<file path="src/hdl/ifp_params.svh">
// Register offsets, field positions and reset defaults of the input function port assignment block.
`ifndef IFP_PARAMS_SVH
`define IFP_PARAMS_SVH

// Register byte offsets on the AHB-Lite bus.
`define IFP_OFF_CMD 8'h00
`define IFP_OFF_SEL_ALARM 8'h04
`define IFP_OFF_SEL_STOP 8'h08
`define IFP_OFF_SEL_HOLD 8'h0c
`define IFP_OFF_SEL_RESUME 8'h10
`define IFP_OFF_INV 8'h14
`define IFP_OFF_MON 8'h18
`define IFP_OFF_STATUS 8'h1c

// Command register bit positions.
`define IFP_CMD_IO_CLEAR 0
`define IFP_CMD_RUN 1
`define IFP_CMD_FAULT_CLEAR 2
`define IFP_CMD_REJECT_CLR 3

// Status register field positions.
`define IFP_ST_FUNC_LSB 0
`define IFP_ST_EN_LSB 4
`define IFP_ST_REJECT 8

// Highest accepted port index.
`define IFP_PORT_MAX 32'h0000_0007

// Factory defaults restored at power-on, program launch and qualifying alarm clear.
`define IFP_DEF_SEL_ALARM 3'h0
`define IFP_DEF_SEL_STOP 3'h1
`define IFP_DEF_SEL_HOLD 3'h2
`define IFP_DEF_SEL_RESUME 3'h3
`define IFP_DEF_INV 4'h0
`define IFP_DEF_EN 4'hf

`endif

</file>
<file path="src/hdl/ifp_pkg.sv">
// Types shared by the input function port assignment block.
package ifp_pkg;

	// One entry per routable control function, in status bit order.
	typedef enum {ifp_fn_alarm_clear, ifp_fn_motion_stop, ifp_fn_hold, ifp_fn_resume} ifp_fn_t;

	// Index of a general input port.
	typedef logic [2:0] ifp_port_t;

	// Number of routable functions.
	localparam int unsigned IFP_NUM_FN = 4;

endpackage

</file>
<file path="src/hdl/ifp_top.sv">
// AHB-Lite slave that assigns control functions to general input ports.
`timescale 1ns/1ns
`include "ifp_params.svh"
// Contract
// [RL1] Alarm clear select routes it to port 0-7.
// [RL2] Alarm clear invert flips its active level.
// [RL3] Motion stop select binds it to port.
// [RL4] Motion stop invert flips its active level.
// [RL5] Hold select binds port; invert flips it.
// [RL6] Resume select binds port; invert flips it.
// [RL7] Assignment clear cancels every function assignment.
// [RL8] Assignments live only in volatile flops.
// [RL9] Power-on restores factory default assignments.
// [RL10] Program launch restores factory default assignments.
// [RL11] Qualifying alarm clear restores factory defaults.
// [RL12] Host selects alarm clear port before invert.
// [RL13] Host selects motion stop port before invert.
// [RL14] Host selects hold/resume port before invert.
// [RL15] Port monitor shows raw inputs, no inversion.
// [RL16] Port selects are write-only, read zero.
// [RL17] Out-of-range select is rejected, map kept.
module ifp_top #(
	parameter int unsigned PORTS = 8
) (
	input wire logic hclk,
	input wire logic hresetn,
	input wire logic hsel,
	input wire logic [31:0] haddr,
	input wire logic [1:0] htrans,
	input wire logic hwrite,
	input wire logic [2:0] hsize,
	input wire logic hready,
	input wire logic [31:0] hwdata,
	output logic [31:0] hrdata,
	output logic hreadyout,
	output logic hresp,
	input wire logic [PORTS-1:0] gpi,
	input wire logic start_input,
	input wire logic alarm_restorable,
	output logic alarm_clear_input,
	output logic motion_stop_input,
	output logic hold_input,
	output logic resume_input
);

	localparam int unsigned NF = ifp_pkg::IFP_NUM_FN;

	// True when a word address hits the given register offset.
	function automatic logic reg_hit(input logic [31:0] a, input logic [7:0] off);
		reg_hit = (a[31:8] == 24'h00_0000) && (a[7:0] == off);
	endfunction

	// Offset of the select register for one function.
	function automatic logic [7:0] sel_off(input int unsigned f);
		case (f)
			0: sel_off = `IFP_OFF_SEL_ALARM;
			1: sel_off = `IFP_OFF_SEL_STOP;
			2: sel_off = `IFP_OFF_SEL_HOLD;
			default: sel_off = `IFP_OFF_SEL_RESUME;
		endcase
	endfunction

	// Factory default port for one function.
	function automatic ifp_pkg::ifp_port_t sel_def(input int unsigned f);
		case (f)
			0: sel_def = `IFP_DEF_SEL_ALARM;
			1: sel_def = `IFP_DEF_SEL_STOP;
			2: sel_def = `IFP_DEF_SEL_HOLD;
			default: sel_def = `IFP_DEF_SEL_RESUME;
		endcase
	endfunction

	logic addr_ph;
	logic wr_q;
	logic [31:0] addr_q;
	logic [31:0] hrdata_q;
	logic [31:0] rd_d;
	ifp_pkg::ifp_port_t sel_q [NF];
	logic [NF-1:0] inv_q;
	logic [NF-1:0] en_q;
	logic [NF-1:0] func;
	logic [NF-1:0] sel_wr;
	logic sel_ok;
	logic cmd_wr;
	logic inv_wr;
	logic io_clear;
	logic run_cmd;
	logic fault_cmd;
	logic reject_clr;
	logic reject_set;
	logic reject_q;
	logic start_q;
	logic alarm_q;
	logic start_rise;
	logic alarm_rise;
	logic restore;

	// The slave never stalls and never errors, so every transfer finishes in its first data-phase cycle.
	assign hreadyout = 1'b1;
	assign hresp = 1'b0;
	assign hrdata = hrdata_q;
	assign addr_ph = hsel & htrans[1] & hready;

	// Address phase capture for the write that follows in the data phase.
	always_ff @(posedge hclk or negedge hresetn) begin
		if (!hresetn) begin
			wr_q <= 1'b0;
			addr_q <= 32'h0000_0000;
		end else begin
			wr_q <= addr_ph & hwrite;
			if (addr_ph) begin
				addr_q <= haddr;
			end
		end
	end

	// Data-phase decode; hsize is not checked because only whole-word transfers are issued.
	always_comb begin
		for (int unsigned f = 0; f < NF; f++) begin
			sel_wr[f] = wr_q & reg_hit(addr_q, sel_off(f));
		end
	end
	assign sel_ok = (hwdata <= `IFP_PORT_MAX); // [RL17]
	assign cmd_wr = wr_q & reg_hit(addr_q, `IFP_OFF_CMD);
	assign inv_wr = wr_q & reg_hit(addr_q, `IFP_OFF_INV);
	assign io_clear = cmd_wr & hwdata[`IFP_CMD_IO_CLEAR];
	assign run_cmd = cmd_wr & hwdata[`IFP_CMD_RUN];
	assign fault_cmd = cmd_wr & hwdata[`IFP_CMD_FAULT_CLEAR];
	assign reject_clr = cmd_wr & hwdata[`IFP_CMD_REJECT_CLR];
	assign reject_set = (|sel_wr) & !sel_ok; // [RL17]

	// Edge detectors for the start pin and the routed alarm clear function.
	always_ff @(posedge hclk or negedge hresetn) begin
		if (!hresetn) begin
			start_q <= 1'b0;
			alarm_q <= 1'b0;
		end else begin
			start_q <= start_input;
			alarm_q <= func[ifp_pkg::ifp_fn_alarm_clear];
		end
	end
	assign start_rise = start_input & !start_q;
	assign alarm_rise = func[ifp_pkg::ifp_fn_alarm_clear] & !alarm_q;

	// Launching a program, by command or by the start pin, always restores defaults.
	// An alarm clear restores them only when the pending alarm is one that qualifies.
	assign restore = run_cmd | start_rise // [RL10]
		| (alarm_restorable & (fault_cmd | alarm_rise)); // [RL11]

	// Port map: plain flops with no path to non-volatile storage, so power loss forgets it.
	// A restore outranks a select or clear written in the same cycle, so a launch always starts clean.
	always_ff @(posedge hclk or negedge hresetn) begin // [RL8]
		if (!hresetn) begin
			sel_q[0] <= `IFP_DEF_SEL_ALARM; // [RL9]
			sel_q[1] <= `IFP_DEF_SEL_STOP;
			sel_q[2] <= `IFP_DEF_SEL_HOLD;
			sel_q[3] <= `IFP_DEF_SEL_RESUME;
			en_q <= `IFP_DEF_EN; // [RL9]
		end else if (restore) begin
			for (int unsigned f = 0; f < NF; f++) begin
				sel_q[f] <= sel_def(f);
			end
			en_q <= `IFP_DEF_EN;
		end else begin
			for (int unsigned f = 0; f < NF; f++) begin
				if (sel_wr[f] && sel_ok) begin
					sel_q[f] <= hwdata[2:0]; // [RL1] [RL3] [RL5] [RL6]
				end
			end
			if (io_clear) begin
				en_q <= 4'h0; // [RL7]
			end else begin
				en_q <= en_q | (sel_wr & {NF{sel_ok}});
			end
		end
	end

	// Inversion flags share the restore path with the port map.
	always_ff @(posedge hclk or negedge hresetn) begin
		if (!hresetn) begin
			inv_q <= `IFP_DEF_INV;
		end else if (restore) begin
			inv_q <= `IFP_DEF_INV;
		end else if (inv_wr) begin
			inv_q <= hwdata[NF-1:0]; // [RL2] [RL4] [RL5] [RL6]
		end
	end

	// Sticky reject flag; a new reject in the clearing cycle keeps it set.
	always_ff @(posedge hclk or negedge hresetn) begin
		if (!hresetn) begin
			reject_q <= 1'b0;
		end else begin
			reject_q <= reject_set | (reject_q & !reject_clr);
		end
	end

	// One router per function.
	for (genvar g = 0; g < NF; g++) begin : g_fn
		ifp_route #(
			.PORTS(PORTS)
		) u_route (
			.hclk(hclk),
			.hresetn(hresetn),
			.gpi(gpi),
			.sel(sel_q[g]),
			.inv(inv_q[g]),
			.en(en_q[g]),
			.func_q(func[g])
		);
	end
	assign alarm_clear_input = func[ifp_pkg::ifp_fn_alarm_clear];
	assign motion_stop_input = func[ifp_pkg::ifp_fn_motion_stop];
	assign hold_input = func[ifp_pkg::ifp_fn_hold];
	assign resume_input = func[ifp_pkg::ifp_fn_resume];

	// Read mux, evaluated in the address phase so the data phase sees a flop.
	// Select and command registers read as zero: the port selects are seen only through the functions.
	always_comb begin
		rd_d = 32'h0000_0000;
		if (reg_hit(haddr, `IFP_OFF_INV)) begin
			rd_d[NF-1:0] = inv_q;
		end else if (reg_hit(haddr, `IFP_OFF_MON)) begin
			rd_d[PORTS-1:0] = gpi; // [RL15]
		end else if (reg_hit(haddr, `IFP_OFF_STATUS)) begin
			rd_d[`IFP_ST_FUNC_LSB +: NF] = func;
			rd_d[`IFP_ST_EN_LSB +: NF] = en_q;
			rd_d[`IFP_ST_REJECT] = reject_q;
		end
	end

	// Read data register; unmapped and write-only offsets return zero with OKAY.
	always_ff @(posedge hclk or negedge hresetn) begin
		if (!hresetn) begin
			hrdata_q <= 32'h0000_0000;
		end else if (addr_ph && !hwrite) begin
			hrdata_q <= rd_d; // [RL16]
		end
	end

	// Helper for the checks: the level each function should show one cycle later.
	logic [NF-1:0] exp_fn;
	always_comb begin
		for (int unsigned f = 0; f < NF; f++) begin
			exp_fn[f] = en_q[f] & (gpi[sel_q[f]] ^ inv_q[f]);
		end
	end
endmodule

</file>
<file path="src/hdl/ifp_route.sv">
// One function router: picks a general input port, applies inversion and the assigned flag.
`timescale 1ns/1ns
module ifp_route #(
	parameter int unsigned PORTS = 8
) (
	input wire logic hclk,
	input wire logic hresetn,
	input wire logic [PORTS-1:0] gpi,
	input wire logic [$clog2(PORTS)-1:0] sel,
	input wire logic inv,
	input wire logic en,
	output logic func_q
);

	logic func_d;

	// An unassigned function reads inactive whatever its port does, so a cleared map stops nothing by accident.
	always_comb begin
		func_d = en & (gpi[sel] ^ inv);
	end

	// Registered so the function output is a clean flop, one cycle behind the port.
	always_ff @(posedge hclk or negedge hresetn) begin
		if (!hresetn) begin
			func_q <= 1'b0;
		end else begin
			func_q <= func_d;
		end
	end
endmodule

</file>
<file path="config.mk">
export PLATFORM = sky130hd
export DESIGN_NAME = ifp_top
export DESIGN_NICKNAME = d
export VERILOG_FILES = /design/src/hdl/ifp_pkg.sv /design/src/hdl/ifp_top.sv /design/src/hdl/ifp_route.sv
export VERILOG_INCLUDE_DIRS = /design/src /design/src/hdl
export SDC_FILE = /design/constraint.sdc
export NUM_CORES = 1
export LEC_CHECK = 0
export ABC_CLOCK_PERIOD_IN_PS = 1800
export BUFFER_PORTS_ARGS = -buffer_cell sky130_fd_sc_hd__clkbuf_2
export CAP_MARGIN = 15
export CORE_MARGIN = 2
export CORE_UTILIZATION = 45
export CTS_BUF_LIST = sky130_fd_sc_hd__clkbuf_16
export CTS_CLUSTER_SIZE = 30
export DETAILED_ROUTE_END_ITERATION = 8
export PLACE_DENSITY = 0.84
export SLEW_MARGIN = 20
export SYNTH_ARGS = -nofsm -noshare
export SYNTH_HDL_FRONTEND = slang
export SYNTH_SLANG_ARGS = --single-unit
</file>
<file path="constraint.sdc">
create_clock -name hclk -period 1.8 [get_ports hclk]
set_input_delay 0.36 -clock hclk [delete_from_list [all_inputs] [get_ports hclk]]
set_output_delay 0.36 -clock hclk [all_outputs]
set_load 0.01 [all_outputs]
</file>
==> out/results.tsv <==
metric	value	unit
outcome	finished, violations left	
failing checks	setup timing	
CP Data Arrival Time	2.04	ns
min Tclk post-route	1.84	ns
CP Class	flop to flop	
RePlAce Congestion	0.869	
final instance area	0.00455	sq mm
max-cap violations	0	
initial drt markers	168	
Setup WS pre-CTS	-0.0194	ns
Root Driver	clkbuf_16	
GR Util All Layers	0.211	
num rows	32	
placed cell areas	0.00419	sq mm
clock buffer depth	2	
Worst R2R Start	addr_q[24]	
port bufs	92	
Max FO, Critical Path	12	
Max Clk Rate	545	MHz
RSZ-0062 raised after global routing	true	
post-synth top area cell	dfrtp_1	
WP data required	2.00	ns
Seq/Total Area, Yosys	0.477	
Detailed Route WL	8660	microns
Finished Core Util	0.585	
Crit. End Element	flop	
clk sinks	69	
post-route ant nets	0	
Distinct cells, synth	39	
dpl hpwl	6660	microns
leakage	2.07	nW
Final period util	1.02	
Diodes inserted	0	
Crit. Startpoint	addr_q[24]	
Synth top area share	0.420	
die area	0.00882	sq mm
Placed Cells	503	
vias	2863	
Fillers	664	
non-filler cells, final	522	
CTS tree	yes	
share of cells above drive strength 1	0.438	
Mapped Area	0.00364	sq mm
syn avg cell area	11.7	sq um
Slew Viols, Final	0	
Synth async-reset ratio	1.00	
Post-route DRC	0	
Die Span Y	93.9	microns
Worst setup SP type	flop	
I/O pins	122	
vias in the first global route	2931	
top cells by area, synth	dfrtp_1, mux2_2, dfstp_2, buf_4, mux4_2	
worst setup margin	-0.0353	ns
Syn Inst Count	311	
global-route wire length before repair	14100	microns
synthesized flop and latch total	69	
final setup fails	1	
Initial Util	0.468	
synth warn	0	
final net count	499	
multi-input logic area	0.00176	sq mm
Core ar.	0.00777	sq mm
top post-synthesis cells by count	dfrtp_1, mux2_2, buf_4	
Die Span X	93.9	microns
initial antenna violation count	0	
ys flop type	dfrtp_1	
Hold Slack	0.155	ns
Clk Latency, worst-skew pair	0.33	ns
hold path start	start_input	
Design Power	4.02	mW
drt wl/cell	16.6	microns
Area Overhead vs Synth	24.9	%
TritonRoute pass-1 iters	4	
TNS Setup	-0.0353	ns
CTS H-tree lvls	3	
PwrDens	885	mW/mm^2
Hold Crit Class	primary input to flop	
EDFF count, synth	0	
Post-Route Skew	0.00439	ns
peak supply drop	589	uV
largest net degree at the start of global routing	30	
clock-pin slew on the worst setup and hold paths	0.05	ns
grt ovf	0	
TritonCTS Buffers	9	
Final Hold Viols	0	
number of vias per cell	5.48	
register area	0.00174	sq mm
most instantiated library cell after synthesis	dfrtp_1	
## layout by cell type, fill, tap and decap left out, types with 2 or more instances in the layout
cell / synthesis / routed
o21ai_0: 21 / 16
nor4_4: 1 / 3
mux2i_1: 12 / 11
clkbuf_16: 0 / 9
conb_1: 2 / 25
nor4_2: 4 / 2
dfstp_2: 8 / 8
inv_1: 3 / 8
nor3_1: 5 / 4
nor4_1: 14 / 14
buf_12: 1 / 4
and4_4: 0 / 2
nand2_1: 13 / 13
clkbuf_2: 0 / 92
nand4_1: 7 / 7
and4b_1: 2 / 2
and3_1: 2 / 2
nand4b_1: 2 / 2
a21oi_2: 0 / 2
nor2_1: 10 / 10
a22o_1: 8 / 8
dfrtp_1: 61 / 61
mux2_2: 36 / 36
and2_1: 8 / 7
nand3_1: 13 / 13
nor3_4: 2 / 2
mux4_2: 8 / 8
o21ai_1: 1 / 6
and4_1: 4 / 2
a21oi_1: 14 / 12
buf_4: 25 / 9
xnor2_1: 4 / 4
## timing repair
action | 4_1_cts | 5_1_grt
pin swaps | 1 | 8
buffers inserted | 1 | 1
gates resized for setup | 3 | 13
hold endpoints to repair | 15 | 0
setup endpoints to repair | 5 | 20
hold buffers | 1 | 0
## metal layers
| metal | wire length [microns] | track usage |
|---|---|---|
| met5 | 0 | 0 |
| met4 | 85 | 0.0592 |
| met3 | 568 | 0.0578 |
| met2 | 4480 | 0.376 |
| met1 | 3520 | 0.248 |
## worst paths after layout
kind	endpoint	slack (ns)	depth (start not counted)
max in group asynchronous	en_q[0]	0.69	3
min in group asynchronous	g_fn[0].u_route.func_q	0.53	2
setup reg to reg	sel_q[3]	-0.04	6
setup / recovery	sel_q[3]	-0.04	6
hold / removal	start_q	0.16	1
hold reg to reg	alarm_q	0.46	0
## where the power goes
group / switching (mW) / total (mW) / internal, mW / leakage [nW]
combinational: 0.238 / 0.520 / 0.282 / 1.07
clock: 0.619 / 1.66 / 1.04 / 0.153
sequential: 0.145 / 1.84 / 1.70 / 0.854
total: 1.00 / 4.02 / 3.02 / 2.07
## sequential cells by signal (all words and copies together), names as in the netlist
| name | flops |
|---|---|
| wr_q | 1 |
| hrdata | 9 |
| reject_q | 1 |
| sel_q | 12 |
| alarm_q | 1 |
| inv_q | 4 |
| en_q | 4 |
| start_q | 1 |
| g_fn.u_route.func_q | 4 |
| addr_q | 32 |
## worst max-delay path: stages, from the launching register on
cell and delay (ns):
dfrtp_1 0.42, nor4_4 0.35, and4_4 0.29, nand4_1 0.08, buf_4 0.19, o21ai_0 0.28, a21oi_2 0.10
## area by class of cell
type,instances,area share
multi-input combinational,225,0.388
timing repair buffer,107,0.138
inverter,3,0.00248
clock buffer,9,0.0495
clock inverter,7,0.0116
tap,102,0.0281
sequential,69,0.382
## kinds of logic after synthesis
logic type	Yosys count	share of synthesized area
simple gates	93	0.167
flops	69	0.477
mux	56	0.194
compound gates	47	0.0757
buf+inv	40	0.0746
xor+xnor	4	0.00963
other cells	2	0.00206
Note: power is estimated with default switching activity, not from simulation.
